File: src/hdl/rru_params.svh
/*
 * Constants for the rotate unit: opcodes, register codes, flag bit
 * positions, state counts, register offsets and reset values.
 * Assumes inclusion by bare name from the design file.
 */
`ifndef RRU_PARAMS_SVH
`define RRU_PARAMS_SVH

// ----------------------------------------------------------------------
// Opcode bytes
// ----------------------------------------------------------------------
`define RRU_OP_ACC_RLC 8'h07
`define RRU_OP_ACC_RRC 8'h0F
`define RRU_OP_ACC_RR 8'h1F
`define RRU_OP_PFX_CB 8'hCB
`define RRU_OP_PFX_ED 8'hED
`define RRU_OP_PFX_IDX1 8'hDD
`define RRU_OP_PFX_IDX2 8'hFD
`define RRU_OP_NIB_RL 8'h6F
`define RRU_OP_RRC_HI 5'h01
`define RRU_OP_RR_HI 5'h03
`define RRU_REG_MEM 3'h6
`define RRU_OP_NO_PFX 8'h00

// ----------------------------------------------------------------------
// Flag bit positions within the flag register
// ----------------------------------------------------------------------
`define RRU_FLAG_C 0
`define RRU_FLAG_N 1
`define RRU_FLAG_PV 2
`define RRU_FLAG_H 4
`define RRU_FLAG_Z 6
`define RRU_FLAG_S 7

// ----------------------------------------------------------------------
// Clock-state totals per form
// ----------------------------------------------------------------------
`define RRU_T_ACC 5'h03
`define RRU_T_REG 5'h07
`define RRU_T_MEM 5'h0D
`define RRU_T_IDX 5'h13
`define RRU_T_NIB 5'h10
`define RRU_T_WRITE 5'h03

// ----------------------------------------------------------------------
// Register map (word offsets are byte addresses)
// ----------------------------------------------------------------------
`define RRU_ADDR_CTRL 4'h0
`define RRU_ADDR_STATUS 4'h4
`define RRU_ADDR_OPCODE 4'h8
`define RRU_ADDR_RESULT 4'hC
`define RRU_CTRL_ENABLE 0
`define RRU_RST_CTRL 1'b1
`define RRU_RST_BYTE 8'h00

`endif

File: src/hdl/rru_pkg.sv
/*
 * Types shared by the rotate unit: operation codes, states, and the
 * request and answer carriers toward the decoder and memory sequencer.
 * Assumes the params header is on the include path.
 */
`default_nettype none

package rru_pkg;

  // Operation selected by the decoder.
  typedef enum logic [2:0] {
    RRU_OP_NONE = 3'b000,
    RRU_OP_ARLC = 3'b001,
    RRU_OP_ARRC = 3'b010,
    RRU_OP_ARR = 3'b011,
    RRU_OP_RRC = 3'b100,
    RRU_OP_RR = 3'b101,
    RRU_OP_NIB = 3'b110
  } rru_op_e;

  // Operand location.
  typedef enum logic [1:0] {
    RRU_LOC_REG = 2'b00,
    RRU_LOC_PTR = 2'b01,
    RRU_LOC_IDX1 = 2'b10,
    RRU_LOC_IDX2 = 2'b11
  } rru_loc_e;

  // Sequencer states.
  typedef enum logic [2:0] {
    RRU_ST_IDLE = 3'b000,
    RRU_ST_FETCH = 3'b001,
    RRU_ST_READ = 3'b010,
    RRU_ST_CALC = 3'b011,
    RRU_ST_WRITE = 3'b100,
    RRU_ST_DONE = 3'b101
  } rru_state_e;

  // Instruction bytes from the decoder.
  typedef struct packed {
    logic valid;
    logic [7:0] prefix1;
    logic [7:0] prefix2;
    logic [7:0] disp;
    logic [7:0] opcode;
  } rru_instr_s;

  // Architectural view of the core registers.
  typedef struct packed {
    logic [7:0] acc;
    logic [7:0] flags;
    logic [15:0] pointer_pair;
    logic [15:0] index_reg_first;
    logic [15:0] index_reg_second;
    logic [7:0] reg_b;
    logic [7:0] reg_c;
    logic [7:0] reg_d;
    logic [7:0] reg_e;
  } rru_regs_s;

  // Memory request toward the sequencer.
  typedef struct packed {
    logic rd;
    logic wr;
    logic [15:0] addr;
    logic [7:0] wdata;
  } rru_mem_s;

  // Register file write-back.
  typedef struct packed {
    logic acc_we;
    logic [7:0] acc;
    logic flags_we;
    logic [7:0] flags;
    logic reg_we;
    logic [2:0] reg_sel;
    logic [7:0] reg_val;
  } rru_wb_s;

endpackage : rru_pkg
`default_nettype wire

File: src/hdl/rru_unit.sv
/*
 * Rotate unit datapath and sequencer with an Avalon-MM control slave.
 * Assumes the decoder presents one instruction at a time with all bytes,
 * the register view is stable while busy, and memory answers reads with
 * mem_ack one cycle after a read request is accepted.
 */
// Design decisions made here: the register offsets and the Avalon-MM slave port.
`timescale 1ns/1ps
`default_nettype none
`include "rru_params.svh"

module rru_unit (
  // Clock and reset.
  input wire logic core_clk,
  input wire logic rst_b,
  // Decoder side.
  input wire rru_pkg::rru_instr_s instr,
  output logic busy,
  output logic done,
  output logic illegal,
  // Register file side.
  input wire rru_pkg::rru_regs_s regs,
  output rru_pkg::rru_wb_s wb,
  // Memory sequencer side.
  output rru_pkg::rru_mem_s mem,
  input wire logic mem_ack,
  input wire logic [7:0] mem_rdata,
  // Avalon-MM slave.
  input wire logic [3:0] avs_address,
  input wire logic avs_read,
  input wire logic avs_write,
  input wire logic [31:0] avs_writedata,
  output logic [31:0] avs_readdata,
  output logic avs_waitrequest
);

  // ----------------------------------------------------------------------
  // State
  // ----------------------------------------------------------------------
  typedef struct packed {
    rru_pkg::rru_state_e st;
    rru_pkg::rru_op_e op;
    rru_pkg::rru_loc_e loc;
    logic [2:0] sel;
    logic [4:0] tcnt;
    logic [4:0] ttot;
    logic [15:0] addr;
    logic [7:0] opnd;
    logic [7:0] mres;
    logic done;
    logic illegal;
    rru_pkg::rru_wb_s wb;
    rru_pkg::rru_mem_s mem;
    logic enable;
    logic [7:0] last_op;
    logic [7:0] last_res;
    logic [31:0] rdata;
    logic ack;
  } rru_state_s;

  rru_state_s q;
  rru_state_s next_q;

  // Even parity of a byte: high when the count of ones is even.
  function automatic logic rru_even(input logic [7:0] v);
    rru_even = ~^v;
  endfunction : rru_even

  // Register select to value.
  // register code map
  function automatic logic [7:0] rru_reg_read(input logic [2:0] s,
                                              input rru_pkg::rru_regs_s r);
    case (s)
      3'h0: rru_reg_read = r.reg_b;
      3'h1: rru_reg_read = r.reg_c;
      3'h2: rru_reg_read = r.reg_d;
      3'h3: rru_reg_read = r.reg_e;
      3'h4: rru_reg_read = r.pointer_pair[15:8];
      3'h5: rru_reg_read = r.pointer_pair[7:0];
      3'h7: rru_reg_read = r.acc;
      default: rru_reg_read = 8'h00;
    endcase
  endfunction : rru_reg_read

  // Rotate core: returns {carry, result}.
  function automatic logic [8:0] rru_rot(input rru_pkg::rru_op_e op,
                                         input logic [7:0] v,
                                         input logic cin);
    case (op)
      rru_pkg::RRU_OP_ARLC: rru_rot = {v[7], v[6:0], v[7]};
      rru_pkg::RRU_OP_ARRC, rru_pkg::RRU_OP_RRC: rru_rot = {v[0], v[0], v[7:1]};
      rru_pkg::RRU_OP_ARR, rru_pkg::RRU_OP_RR: rru_rot = {v[0], cin, v[7:1]};
      default: rru_rot = {cin, v};
    endcase
  endfunction : rru_rot

  // Flags for a full-result rotate or nibble rotate.
  // S Z even parity
  function automatic logic [7:0] rru_szp(input logic [7:0] res,
                                         input logic c);
    logic [7:0] f;
    f = 8'h00;
    f[`RRU_FLAG_S] = res[7];
    f[`RRU_FLAG_Z] = (res == 8'h00);
    f[`RRU_FLAG_PV] = rru_even(res);
    f[`RRU_FLAG_C] = c;
    rru_szp = f;
  endfunction : rru_szp

  // ----------------------------------------------------------------------
  // Next-state logic
  // ----------------------------------------------------------------------
  always_comb begin
    logic [7:0] op;
    logic [8:0] rot;
    logic [7:0] fl;
    logic [7:0] nib_acc;
    op = 8'h00;
    rot = 9'h000;
    fl = 8'h00;
    nib_acc = 8'h00;
    next_q = q;
    next_q.done = 1'b0;
    next_q.illegal = 1'b0;
    next_q.wb = '0;
    next_q.ack = 1'b0;
    next_q.tcnt = q.tcnt + 5'h01;

    // Bus slave: one wait cycle, then the answer.
    if ((avs_read || avs_write) && !q.ack) begin
      next_q.ack = 1'b1;
      if (avs_write && avs_address == `RRU_ADDR_CTRL) begin
        next_q.enable = avs_writedata[`RRU_CTRL_ENABLE];
      end
      if (avs_address == `RRU_ADDR_CTRL) begin
        next_q.rdata = {31'h0, q.enable};
      end else if (avs_address == `RRU_ADDR_STATUS) begin
        next_q.rdata = {29'h0, q.illegal, q.done, q.st != rru_pkg::RRU_ST_IDLE};
      end else if (avs_address == `RRU_ADDR_OPCODE) begin
        next_q.rdata = {24'h0, q.last_op};
      end else if (avs_address == `RRU_ADDR_RESULT) begin
        next_q.rdata = {24'h0, q.last_res};
      end else begin
        next_q.rdata = 32'h0;
      end
    end

    case (q.st)
      rru_pkg::RRU_ST_IDLE: begin
        next_q.tcnt = 5'h01;
        if (instr.valid && q.enable) begin
          next_q.st = rru_pkg::RRU_ST_FETCH;
          next_q.last_op = instr.opcode;
          next_q.op = rru_pkg::RRU_OP_NONE;
          next_q.loc = rru_pkg::RRU_LOC_REG;
          next_q.sel = instr.opcode[2:0];
          next_q.addr = regs.pointer_pair;
          if (instr.prefix1 == `RRU_OP_PFX_CB) begin
            op = instr.opcode;
            if (op[7:3] == `RRU_OP_RR_HI) next_q.op = rru_pkg::RRU_OP_RR;
            if (op[7:3] == `RRU_OP_RRC_HI) next_q.op = rru_pkg::RRU_OP_RRC;
            if (op[2:0] == `RRU_REG_MEM) begin
              next_q.loc = rru_pkg::RRU_LOC_PTR;
              next_q.ttot = `RRU_T_MEM;
            end else begin
              next_q.ttot = `RRU_T_REG;
            end
          end else if ((instr.prefix1 == `RRU_OP_PFX_IDX1 ||
                        instr.prefix1 == `RRU_OP_PFX_IDX2) &&
                       instr.prefix2 == `RRU_OP_PFX_CB &&
                       instr.opcode[2:0] == `RRU_REG_MEM) begin
            if (instr.opcode[7:3] == `RRU_OP_RR_HI) begin
              next_q.op = rru_pkg::RRU_OP_RR;
            end else if (instr.opcode[7:3] == `RRU_OP_RRC_HI) begin
              next_q.op = rru_pkg::RRU_OP_RRC;
            end
            if (instr.prefix1 == `RRU_OP_PFX_IDX1) begin
              next_q.loc = rru_pkg::RRU_LOC_IDX1;
              next_q.addr = regs.index_reg_first +
                            {{8{instr.disp[7]}}, instr.disp};
            end else begin
              next_q.loc = rru_pkg::RRU_LOC_IDX2;
              next_q.addr = regs.index_reg_second +
                            {{8{instr.disp[7]}}, instr.disp};
            end
            next_q.ttot = `RRU_T_IDX;
          end else if (instr.prefix1 == `RRU_OP_PFX_ED &&
                       instr.opcode == `RRU_OP_NIB_RL) begin
            next_q.op = rru_pkg::RRU_OP_NIB;
            next_q.loc = rru_pkg::RRU_LOC_PTR;
            next_q.ttot = `RRU_T_NIB;
          end else if (instr.prefix1 == `RRU_OP_NO_PFX &&
                       instr.opcode == `RRU_OP_ACC_RLC) begin
            next_q.op = rru_pkg::RRU_OP_ARLC;
            next_q.ttot = `RRU_T_ACC;
          end else if (instr.prefix1 == `RRU_OP_NO_PFX &&
                       instr.opcode == `RRU_OP_ACC_RRC) begin
            next_q.op = rru_pkg::RRU_OP_ARRC;
            next_q.ttot = `RRU_T_ACC;
          end else if (instr.prefix1 == `RRU_OP_NO_PFX &&
                       instr.opcode == `RRU_OP_ACC_RR) begin
            next_q.op = rru_pkg::RRU_OP_ARR;
            next_q.ttot = `RRU_T_ACC;
          end
          if (next_q.op == rru_pkg::RRU_OP_NONE) begin
            next_q.st = rru_pkg::RRU_ST_DONE;
            next_q.illegal = 1'b1;
            next_q.ttot = 5'h01;
          end
        end
      end
      rru_pkg::RRU_ST_FETCH: begin
        // Fetch phases of the instruction bytes are counted here.
        if (q.tcnt >= q.ttot - `RRU_T_WRITE - 5'h02 ||
            q.loc == rru_pkg::RRU_LOC_REG) begin
          if (q.loc == rru_pkg::RRU_LOC_REG) begin
            next_q.opnd = (q.op == rru_pkg::RRU_OP_RR ||
                           q.op == rru_pkg::RRU_OP_RRC) ?
                          rru_reg_read(q.sel, regs) : regs.acc;
            next_q.st = rru_pkg::RRU_ST_CALC;
          end else begin
            next_q.mem.rd = 1'b1;
            next_q.mem.addr = q.addr;
            next_q.st = rru_pkg::RRU_ST_READ;
          end
        end
      end
      rru_pkg::RRU_ST_READ: begin
        if (mem_ack) begin
          next_q.mem.rd = 1'b0;
          next_q.opnd = mem_rdata;
          next_q.st = rru_pkg::RRU_ST_CALC;
        end
      end
      rru_pkg::RRU_ST_CALC: begin
        // Internal states run until the write phase or the end.
        rot = rru_rot(q.op, q.opnd, regs.flags[`RRU_FLAG_C]);
        if (q.op == rru_pkg::RRU_OP_NIB) begin
          // memory low to high, A low to memory low
          next_q.mres = {q.opnd[3:0], regs.acc[3:0]};
        end else begin
          next_q.mres = rot[7:0];
        end
        if (q.loc == rru_pkg::RRU_LOC_REG && q.tcnt >= q.ttot) begin
          next_q.st = rru_pkg::RRU_ST_DONE;
        end else if (q.loc != rru_pkg::RRU_LOC_REG &&
                     q.tcnt >= q.ttot - `RRU_T_WRITE) begin
          next_q.mem.wr = 1'b1;
          next_q.mem.addr = q.addr;
          next_q.mem.wdata = next_q.mres;
          next_q.st = rru_pkg::RRU_ST_WRITE;
        end
      end
      rru_pkg::RRU_ST_WRITE: begin
        // write back to the same address
        if (q.tcnt >= q.ttot) begin
          next_q.mem.wr = 1'b0;
          next_q.st = rru_pkg::RRU_ST_DONE;
        end
      end
      default: begin
        next_q.st = rru_pkg::RRU_ST_IDLE;
      end
    endcase

    // Commit results as the operation finishes.
    if (next_q.st == rru_pkg::RRU_ST_DONE && q.st != rru_pkg::RRU_ST_DONE &&
        !next_q.illegal) begin
      next_q.done = 1'b1;
      rot = rru_rot(q.op, q.opnd, regs.flags[`RRU_FLAG_C]);
      next_q.wb.flags_we = 1'b1;
      if (q.op == rru_pkg::RRU_OP_NIB) begin
        // A high kept, A low from old memory high
        nib_acc = {regs.acc[7:4], q.opnd[7:4]};
        next_q.wb.acc_we = 1'b1;
        next_q.wb.acc = nib_acc;
        // flags from new A, carry kept
        next_q.wb.flags = rru_szp(nib_acc, regs.flags[`RRU_FLAG_C]);
        next_q.last_res = nib_acc;
      end else if (q.op == rru_pkg::RRU_OP_ARLC ||
                   q.op == rru_pkg::RRU_OP_ARRC ||
                   q.op == rru_pkg::RRU_OP_ARR) begin
        // keep S Z PV, clear H N
        fl = regs.flags;
        fl[`RRU_FLAG_H] = 1'b0;
        fl[`RRU_FLAG_N] = 1'b0;
        fl[`RRU_FLAG_C] = rot[8];
        next_q.wb.flags = fl;
        next_q.wb.acc_we = 1'b1;
        next_q.wb.acc = rot[7:0];
        next_q.last_res = rot[7:0];
      end else begin
        next_q.wb.flags = rru_szp(rot[7:0], rot[8]);
        next_q.last_res = rot[7:0];
        if (q.loc == rru_pkg::RRU_LOC_REG) begin
          next_q.wb.reg_we = 1'b1;
          next_q.wb.reg_sel = q.sel;
          next_q.wb.reg_val = rot[7:0];
        end
      end
    end
  end

  // ----------------------------------------------------------------------
  // State register
  // ----------------------------------------------------------------------
  always_ff @(posedge core_clk or negedge rst_b) begin
    if (!rst_b) begin
      q <= '0;
      q.enable <= `RRU_RST_CTRL;
    end else begin
      q <= next_q;
    end
  end

  // Outputs.
  assign busy = (q.st != rru_pkg::RRU_ST_IDLE);
  assign done = q.done;
  assign illegal = q.illegal;
  assign wb = q.wb;
  assign mem = q.mem;
  assign avs_readdata = q.rdata;
  assign avs_waitrequest = (avs_read || avs_write) && !q.ack;

endmodule : rru_unit
`default_nettype wire

File: config.mk
export PLATFORM = sky130hd
export DESIGN_NAME = rru_unit
export DESIGN_NICKNAME = d
export VERILOG_FILES = /design/src/hdl/rru_pkg.sv /design/src/hdl/rru_unit.sv
export VERILOG_INCLUDE_DIRS = /design/src /design/src/hdl
export SDC_FILE = /design/constraint.sdc
export NUM_CORES = 1
export LEC_CHECK = 0
export ABC_AREA = 1
export BUFFER_PORTS_ARGS = -buffer_cell sky130_fd_sc_hd__buf_2
export CAP_MARGIN = 10
export CELL_PAD_IN_SITES_DETAIL_PLACEMENT = 0
export CELL_PAD_IN_SITES_GLOBAL_PLACEMENT = 1
export CORE_MARGIN = 10
export CORE_UTILIZATION = 33
export CTS_BUF_LIST = sky130_fd_sc_hd__clkbuf_4 sky130_fd_sc_hd__clkbuf_8 sky130_fd_sc_hd__clkbuf_16
export DETAILED_ROUTE_END_ITERATION = 10
export HOLD_SLACK_MARGIN = 0.03
export PLACE_DENSITY = 0.78
export SLEW_MARGIN = 40
export SYNTH_ARGS = -nofsm -noshare
export SYNTH_HDL_FRONTEND = slang
export SYNTH_SLANG_ARGS = --single-unit
export TNS_END_PERCENT = 30
File: constraint.sdc
create_clock -name core_clk -period 2.8 [get_ports core_clk]
set_clock_uncertainty 0.1 [all_clocks]
set_input_delay 0.28 -clock core_clk [delete_from_list [all_inputs] [get_ports core_clk]]
set_output_delay 0.28 -clock core_clk [all_outputs]
set_load 0.01 [all_outputs]
# Word level (Yosys, flattened, before mapping)
# Cells that the tools add are included.
# totals
register_bits,129
in_bits,178
out_inout_bits,92
word_cells,197
# classes
n_addsub,5
order_cmp,3
eq_ne,40
n_mux,75
n_bitwise,1
reduce_logical,47
# ops
operator,count
$mux W8,12
$mux W16,5
$pmux W8 S7,1
$mux W5,11
$mux W25,2
$eq A8 B8 Y1 const B,5
$mux W3,13
$mux W12,3
$add A16 B16 Y16,2
$pmux W16 S2,1
$mux W30,1
$eq A3 B3 Y1 const B,9
$mux W9,3
$pmux W9 S3,1
$mux W26,1
$logic_not A8 Y1,3
$mux W21,1
$eq A3 B2 Y1 const B,6
$pmux W8 S2,1
$reduce_xnor A8 Y1,2
$ge A5 B5 Y1,3
$pmux W3 S5,1
$ne A2 B2 Y1 const B,7
$logic_and A1 B1 Y1,13
31 further kinds,64

# Depth between registers and ports, before layout
# Gate-level depths: netlist of the first run.
# depth
depth_word,22
mapped_depth,18
depth_no_buf,17

# Worst setup path after synthesis of the first run
# No wires, ideal clock.
# synth_path
path_type,register -> register
from,register q[140] (netlist name)
to,register q (netlist bit mem[13])
setup_time_ns,0.066
t_arrival_ns,2.458
required_ns,2.634
slack_ns,0.176
stages_incl_launch_ff,15
path_buffers,1
synth_period_minus_slack_ns,2.624
cell_sequence,dfrtp_1 -> ha_1 -> nor3_1 -> xor2_1 -> xnor2_1 -> ha_1 -> a21oi_1 -> o21a_1 -> nand3_1 -> o211ai_1 -> inv_2 -> nand2_1 -> buf_2 -> nand2_1 -> nand2_1
# synth_via
elab_chain_len,6
word_cells_on_any_way,12
classes_between,2 x add/sub; 3 x order compare; 3 x eq/ne; 4 x reduce/logical
# synth_rtl
element,line_no,rtl
from (decl),rru_unit.sv:61,rru_state_s q;
from (signal assigned),rru_unit.sv:312,q <= next_q;
$sub A5 B2 Y5 (no line),-,
$sub A5 B2 Y5,rru_unit.sv:214,if (q.tcnt >= q.ttot - `RRU_T_WRITE - 5'h02 ||
$ge A5 B5 Y1,rru_unit.sv:214,
$logic_or A1 B1 Y1,rru_unit.sv:214,
$ne A2 B2 Y1 (no line),-,
$reduce_and A5 Y1 (no line) *,-,
# Mark *: on every way between the ends. The rest lies on a longest branch, timed or not.
# A chain may end at the register's enable or synchronous reset.

# Final worst setup path of the first run
# layout_path
from,register q[140] (netlist name)
to,register q (netlist bit mem[21])
# Same word-level chain as after synthesis.

==> results.txt, run 1 <==
The fraction of the yosys area taken by sequential cells came out at between 30% and 40%. TritonCTS built the clock tree. The width of the chip came out at about 180 µm. The count of buffering cells on the critical path with inverters included came out at 3. The floorplan die area came out at about 33,000 µm².

For this block, the via count after detailed routing is between 8,000 and 9,000. Setup violations remaining at the end of the flow were counted as 0. The congestion estimate from routability-driven global placement came to between 0.9 and 1. The type of origin of the critical path is a flip-flop.

The maximum fanout along the worst path came out at 8. Summing all multi-input logic gate instances after layout gives 4446 µm². The total power of the final layout came out at between 0.01 and 0.015 W. The number of diodes came out at 0.

The data required time at the worst endpoint is between 3 and 4 ns. The worst-case IR drop observed on VDD is 0.3765 mV. After technology mapping, the gate count stands at between 1,000 and 1,500. The data arrival time of the critical path came out at about 3.0 ns. The number of buffers added by the clock tree synthesis step came out at 17. The clock latency at the later pin of the worst-skew pair came out at ~0.42 ns. Entering global routing, the biggest net connects 46 pins. Setup repair after global routing could not meet its margin everywhere. The worst pin sits at a relative slew slack of a little under 60%.

The first-pass GRT wire length is 45,970 µm. The worst setup path is captured at a flip-flop. Summing the areas of all xor and xnor instances in the mapped netlist gives approximately 1.7% of the synthesized area. The flow ran to the end, and the final reports show no timing, DRC or antenna violations. The number of hold violations in the final report is 0. After synthesis, the largest family of logic cells by area is simple AND/OR/NAND/NOR gates.

The number of instances in the placed design is ~1,700. The worst path uses a little over nine tenths of the clock period. The number of antenna violations at the first check in global routing is 4. The I/O pin count came out at 270. The setup TNS came out at 0 ns. The post-synthesis simple-gate area fraction is about 30%. For this run the aggregate overflow at the end of global routing stands at 0. Counting stages on the worst path, the most repeated cell is nand2_1. Traced cell by cell, the critical path runs through ha_2, nor3_2, xor2_1, xnor2_1, ha_1, a21oi_2, o21a_1, nand3_2, o211ai_1, buf_4, inv_6, nand2_4, buf_12, nand2_1, nand2_1. The number of buffer cells added on primary ports is 210. The filler cell count in the final layout came out at 2,660. The critical path class is reg2reg. The share of synthesized cell area in full adder, half adder and majority cells is between 5 and 6%. The number of rows in the core area is 58. The via count of the first global-routing pass was approximately 8,600. The slew at the pin closest to its max-slew limit is between 0.6 and 0.7 ns.

The proportion of layout cells with a drive suffix above 1 came out at about a quarter. The placed wire-length estimate came out at roughly 24,000 µm. The smallest clock period supported by the final layout is computed as 2.737 ns. In this run the number of H-tree levels came out at 4. The delay contributed by the slowest stage of the critical path is about 0.38 ns.

In this run, synthesis produced a sequential element count of ~120. The flip-flop and latch area is between 3000 and 4000 µm². The area added between synthesis and finish is 26.59%.

The type of the most critical hold path is in2reg. The number of standard cells in the layout, taps in and fillers out came out at roughly 1,800. The mean instance size in the synthesized netlist is about 7.1 µm². The number of pins with negative max-slew slack in the final report is 0. The mapped netlist covers ~8600 µm². The clock passes through at most 2 buffers. The kind of cell with the highest combined delay along the critical path is adder cells. After detailed routing, the number of vias per cell comes to about 4.8.

The number of warning messages in the yosys log came out at 0. Once the floorplan was initialized, standard cells occupied roughly 34% of the core. The first-pass iteration count of the detailed router is 5. Static timing analysis puts the maximum clock frequency at 365.4 MHz. The largest individual stage delay along the critical path comes from the cell dfrtp_1. The combined global-route utilization of all metal layers is about 17%. Summing the areas of all compound-gate instances in the mapped netlist gives 11.58% of the synthesized area. The count of nets left with antenna violations once routing finished came out at 0. The max-capacitance violation count came out at 0. The starting DRC count in detailed routing is around 570.

The net count reported at finish is between 1,500 and 2,000. The leakage component of the power is 6.020 nW. Hold is met by roughly 0.064 ns. Counting every sink on the clock net gives around 120.

In this run the power density over the cells is a little under 1000 nW/µm². The final core utilization is a little over two fifths. The post-CTS clock slew at the launch and capture registers of the worst setup and hold paths came out at 0.07 ns. The unique cell type count in the Yosys netlist came out at 51. Wires add up to about 30,000 µm. In the routed design, unresolved DRC markers number 0.

The core box area is 25,400 µm². The tree is rooted in a clkbuf_16. The routed length per instance is 16.86 µm. The portion of synthesized area spent on multiplexers is less than 1%. The chip height came out at about 180 µm.
-- layer usage --
metal	routed length [µm]	vias up	share of wire (%)	global-route usage, %
li1	-	4243	-	-
met4	475	8	1.6	4.653
met5	58	-	0.19	0
met1	13370	3895	45	22.13
met2	13990	273	47	28.79
met3	1913	38	6.4	4.316
-- final timing paths --
path | startpoint | endpoint | slack (ns) | depth (start not counted)
worst min-delay path | instr[4] | q[45]$_DFFE_PN0P_ | 0.06 | 3
max in group asynchronous | rst_b | mem[16]$_DFFE_PN0P_ | 1.57 | 3
worst min register to register | mem[13]$_DFFE_PN0P_ | mem[13]$_DFFE_PN0P_ | 0.37 | 2
min in group asynchronous | rst_b | q[0]$_DFF_PN0_ | 0.32 | 2
worst max register to register | q[140]$_DFFE_PN0P_ | mem[21]$_DFFE_PN0P_ | 0.06 | 15
worst max-delay path | q[140]$_DFFE_PN0P_ | mem[21]$_DFFE_PN0P_ | 0.06 | 15
-- area by class of cell --
class,instances,share of cell area (%)
clock buffer,17,3.917
inverter,127,4.436
timing repair buffer,295,16.70
clock inverter,15,1.855
sequential,123,28.36
tap,330,3.802
multi-input combinational,861,40.94
-- synth_stat cells (all sizes together) --
cell type	instances	area, µm²
dfstp	1	26.28
mux2	1	11.26
a31oi	4	25.02
inv	127	476.7
nor4	2	12.51
nor3	11	76.33
nand4	17	106.4
a2bb2oi	1	8.760
o22ai	11	68.82
nor2	93	366.6
xor2	9	78.83
o21a	5	37.54
o2111ai	1	8.760
a21oi	37	185.2
o211ai	7	52.55
o21bai	3	22.52
o22a	1	8.760
a21o	4	30.03
dfrtp	122	3053
o221ai	4	35.03
and3	1	6.260
o21ai	86	430.4
fa	1	20.02
xnor2	8	70.07
buf	98	726.9
nand3	100	533.0
clkbuf	18	67.56
or2	8	50.05
o2bb2ai	2	17.52
a41oi	1	8.760
a22oi	6	45.04
nand2	370	1404
nor3b	1	7.510
a221oi	1	8.760
ha	39	488.0
conb	1	3.750
-- per-stage QoR --
stage,setup slack (ns),cell area [µm²]
floorplan,0.1760,8672
global placement,-0.1092,9955
detailed placement,-0.1667,9955
CTS,0.01575,10660
global route,-0.1193,10860
finish,0.06322,10860
-- power by group --
| part | leakage (nW) | total (W) | switching (W) | internal [W] |
|---|---|---|---|---|
| combinational | 4.13 | 0.00555 | 0.00335 | 0.00220 |
| clock | 0.311 | 0.00240 | 0.000955 | 0.00144 |
| sequential | 1.58 | 0.00282 | 0.000444 | 0.00238 |
-- worst min-delay path: stages --
cell and delay [ns]:
buf_2 0.15, nand2_1 0.06, o21ai_0 0.06
-- state kept, by name, indices dropped and copies added, names as in the netlist --
| register | cells |
|---|---|
| wb | 27 |
| q | 60 |
| illegal | 1 |
| mem | 26 |
| done | 1 |
| avs_readdata | 8 |
-- cell usage in the layout, fill, tap and decap left out, types with 4 or more instances in the layout --
cell type,Yosys,layout
clkbuf_16,0,19
nand2_1,366,354
nand2_4,1,7
nor3_1,8,7
a22oi_1,6,6
nand3_2,4,8
inv_1,114,114
conb_1,1,26
o22ai_1,11,11
nor2_1,90,90
nand2_2,3,9
a21o_1,4,4
xnor2_1,8,8
dlygate4sd3_1,0,8
o21a_1,5,5
buf_12,0,5
inv_2,13,12
or2_1,5,5
o211ai_1,7,7
o21ai_1,11,11
inv_6,0,6
o21ai_0,75,75
ha_1,39,38
buf_4,90,70
xor2_1,9,8
inv_8,0,4
o221ai_1,4,4
nand3_1,95,89
nand4_1,17,17
buf_2,5,209
a31oi_1,4,4
a21oi_1,37,36
dfrtp_1,122,122
-- logic make-up (layout without fill, tap and decap cells) --
logic type,after synthesis,count (layout)
buffers and inverters,243,454
other,1,26
and+or+nand+nor,603,603
DFF,123,123
adders and majority gates,40,40
xor gates and xnor gates,17,17
AOI/OAI and AO/OA,174,174
muxes,1,1
-- what timing repair did --
action,in CTS,in global routing
endpoints found under the hold margin,48,0
setup buffers,0,2
hold buffers,8,0
resized for setup,0,33
setup endpoints to repair,0,53
(Power assumes the default switching activity.)
==> run 2, diff against run 1 <==
==> constraint.sdc (replaced) <==
create_clock -name core_clk -period 2.8 [get_ports core_clk]
set_clock_uncertainty 0.1 [all_clocks]
set_input_delay 0.14 -clock core_clk [delete_from_list [all_inputs] [get_ports core_clk]]
set_output_delay 0.14 -clock core_clk [all_outputs]
set_load 0.01 [all_outputs]
==> run 2 against run 1 <==
Effect of this change: worst hold slack lost 0.0088 ns; sequential share of layout area grew 0.22 points; flip-flop and latch count is the same; critical endpoint is now mem[23]$_DFFE_PN0P_.
==> results.txt, run 2 (same netlist as run 1, synthesis figures left out) <==
The kind of end point of the critical path is a flip-flop (unchanged). The data required time at the worst endpoint came out at 3.01 ns (was 3.07 ns). The worst setup path startpoint is q[140]$_DFFE_PN0P_ (unchanged). The launch point of the worst reg-to-reg path is q[140]$_DFFE_PN0P_ (unchanged). The number of antenna violations at the first check in global routing came out at 1 (was 4).

The total power of the final layout came out at 0.01020 W (was 0.01077 W). The count of endpoints failing setup in the final report is 0 (unchanged). The setup TNS is 0 ns (unchanged).

The filler cell count in the final layout is 2,708 (was 2,660). The routed length per instance is 16.63 µm (was 16.86 µm). The via count came to 8,309 (was 8,457). The via count of the first global-routing pass came out at 8,603 (was 8,563). The per-cell via count in the routed design was 4.681 (was 4.783).

The max-capacitance violation count came to 0 (unchanged). The net count reported at finish is 1,650 (was 1,643). The first-pass iteration count of the detailed router is 5 (unchanged). The clock tree from TritonCTS was built (unchanged).

The type of the most critical hold path is in2reg (unchanged). The initial core utilization is 33.77% (unchanged). The number of diodes is 0 (unchanged). The maximum number of pins on one net before global-route repair is 44 (was 46). The most common library cell in the layout ignoring fill and taps was nand2_1 (unchanged). The slew at the pin closest to its max-slew limit is 0.7961 ns (was 0.6061 ns).

The met3 layer usage reported by global route is 4.216% (was 4.316%). The final cycle utilization of the critical path came to 97.03% (was 97.74%). The area added between synthesis and finish was 25.60% (was 26.59%). The number of buffer cells added on primary ports is 210 (unchanged). The combined global-route utilization of all metal layers came out at 17.67% (was 17.42%). The number of pins with negative max-slew slack in the final report is 0 (unchanged). The chip height came out at 181.2 µm (unchanged). The overall routed net length is 29,520 µm (was 29,800 µm).

The ratio of total power to cell area came to 947.1 nW/µm² (was 991.8 nW/µm²). The number of hold violations in the final report was 0 (unchanged). The proportion of layout cells with a drive suffix above 1 came out at 23.74% (was 25.87%). The maximum clock insertion buffer count came to 2 (unchanged). The number of buffers added by the clock tree synthesis step was 17 (unchanged). Status: finished, final reports clean (unchanged).

The fmax was 368.1 MHz (was 365.4 MHz). The maximum vdd ir drop was 0.4293 mV (was 0.3765 mV). Commonest cells after routing, fill and taps aside: 363 x nand2_1, 209 x buf_2, 122 x dfrtp_1, 114 x inv_1, 92 x nand3_1 (was 354 x nand2_1, 209 x buf_2, 122 x dfrtp_1, 114 x inv_1, 90 x nor2_1).

The starting DRC count in detailed routing came to 594 (was 569). The clock latency at the later pin of the worst-skew pair was 0.42 ns (about the same). The core box area is 25,400 µm² (unchanged).

The critical path class is reg2reg (unchanged). The met1 demand-to-capacity share in global routing came to 22.55% (was 22.13%). The worst max-slew margin expressed relative to the limit is 46.44% (was 59.60%). The post-CTS clock slew at the launch and capture registers of the worst setup and hold paths came out at 0.06 ns (was 0.07 ns). The endpoint of the most critical setup path was mem[23]$_DFFE_PN0P_ (was mem[21]$_DFFE_PN0P_). The clock sink total came to 123 (unchanged). The maximum fanout along the worst path is 16 (was 8).

The width of the chip is 181.2 µm (unchanged). The busiest layer in global routing is met2 (unchanged). The leakage component of the power is 5.940 nW (was 6.020 nW). The minimum clock period was 2.717 ns (was 2.737 ns).

The floorplan die area was 32,840 µm² (unchanged). The number of flip-flops under the largest register name was 60 (unchanged). The number of rows in the core area is 58 (unchanged). The count of unresolved DRC violations after routing came out at 0 (unchanged). The met2 demand-to-capacity share in global routing came to 29.37% (was 28.79%). The worst reg2reg path depth came to 16 (was 15). The reg-to-reg setup timing slack is 0.08 ns (was 0.06 ns). The clock tree root driver cell is clkbuf_16 (unchanged). The total global routing overflow is 0 (unchanged). The H-tree level count is 4 (unchanged).

The first-pass GRT wire length was 46,670 µm (was 45,970 µm). The data arrival time of the critical path came to 2.93 ns (was 3.00 ns). The placed wire-length estimate came out at 24,210 µm (was 24,140 µm). The count of nets left with antenna violations after detail routing came out at 0 (unchanged). The register with the most flip-flops is q (unchanged). The I/O pin count is 270 (unchanged).

The destination of the worst register-to-register timing path is mem[23]$_DFFE_PN0P_ (was mem[21]$_DFFE_PN0P_). The final estimated routing congestion in global placement is 0.9326 (was 0.9313). Unrepaired setup endpoints after global routing: yes (unchanged). The type of origin of the critical path is a flip-flop (unchanged).
## run 2: cell count changes in the layout (fill, tap and decap cells not counted), moves of 3 or more
cell	previous run	this run
dlygate4sd3_1	8	32
buf_4	70	56
nand2_1	354	363
nand2_4	7	2
nand2_2	9	5
bufinv_16	3	0
clkinvlp_4	0	3
inv_8	4	1
nand3_1	89	92
nand3_2	8	5
## run 2: worst min path at each step
| stage | from | endpoint | slack [ns] | cells after the start |
|---|---|---|---|---|
| after floorplan | rst_b | avs_readdata[0]$_DFFE_PN0P_ | -0.26 | 0 |
| after global placement | rst_b | avs_readdata[0]$_DFFE_PN0P_ | 0.07 | 1 |
| after detailed placement | rst_b | avs_readdata[0]$_DFFE_PN0P_ | 0.07 | 1 |
| after CTS | regs[87] | wb[19]$_DFF_PN0_ | 0.04 | 5 |
| after global routing | instr[8] | q[124]$_DFFE_PN0P_ | 0.06 | 4 |
| final | mem_rdata[0] | q[116]$_DFFE_PN0P_ | 0.06 | 5 |
## run 2: repair_timing
action | 4_1_cts | 5_1_grt
gates cloned | 0 | 0
buffers inserted | 0 | 1
gates resized for setup | 4 | 12
endpoints found under the setup margin | 8 | 37
hold buffers | 32 | 0
hold endpoints to repair | 67 | 0
pin swaps | 2 | 4
## run 2: final cells by class
class / count / area [µm²] / share of cell area [%]
clock buffer: 18 / 432.9 / 4.018
sequential: 123 / 3079 / 28.58
tap: 330 / 412.9 / 3.832
multi-input combinational: 861 / 4393 / 40.77
timing repair buffer: 302 / 1869 / 17.35
clock inverter: 14 / 110.1 / 1.022
inverter: 127 / 476.7 / 4.425
## run 2: through the flow
stage / hold slack, ns / util (%) / instances / setup slack (ns) / instance area [µm²]
floorplan: -0.2556 / - / 1227 / 0.1760 / 8672
global placement: 0.06620 / 38.68 / 1710 / -0.02039 / 9824
detailed placement: 0.06875 / 38.68 / 1710 / -0.03829 / 9824
CTS: 0.03949 / 42.15 / 1774 / 0.007130 / 10710
global route: 0.06369 / 42.42 / 1775 / -0.07314 / 10770
finish: 0.05552 / 42.42 / 1775 / 0.08311 / 10770
## run 2: where the power goes
group	total (W)	switching [W]	internal (W)
combinational	0.00535	0.00327	0.00208
sequential	0.00279	0.000411	0.00238
clock	0.00206	0.000907	0.00116
## run 2: critical path: stages, from the launching register on
cell and delay, ns:
dfrtp_1 0.41, buf_4 0.16, nand2_2 0.09, nand3_1 0.10
nand2_2 0.11, nand3_1 0.08, xnor2_1 0.14, ha_1 0.34
buf_4 0.14, nand4_1 0.12, nand3_2 0.10, o211ai_1 0.21
buf_4 0.16, inv_2 0.04, buf_6 0.14, nand3_1 0.09
nand2_1 0.06
## run 2: metal layers
layer	part of all wire, %	wire, µm	up-vias
li1	-	-	4255
met1	45	13420	3808
met5	0.058	17	-
met4	0.91	269	2
met3	5.9	1736	21
met2	48	14080	223
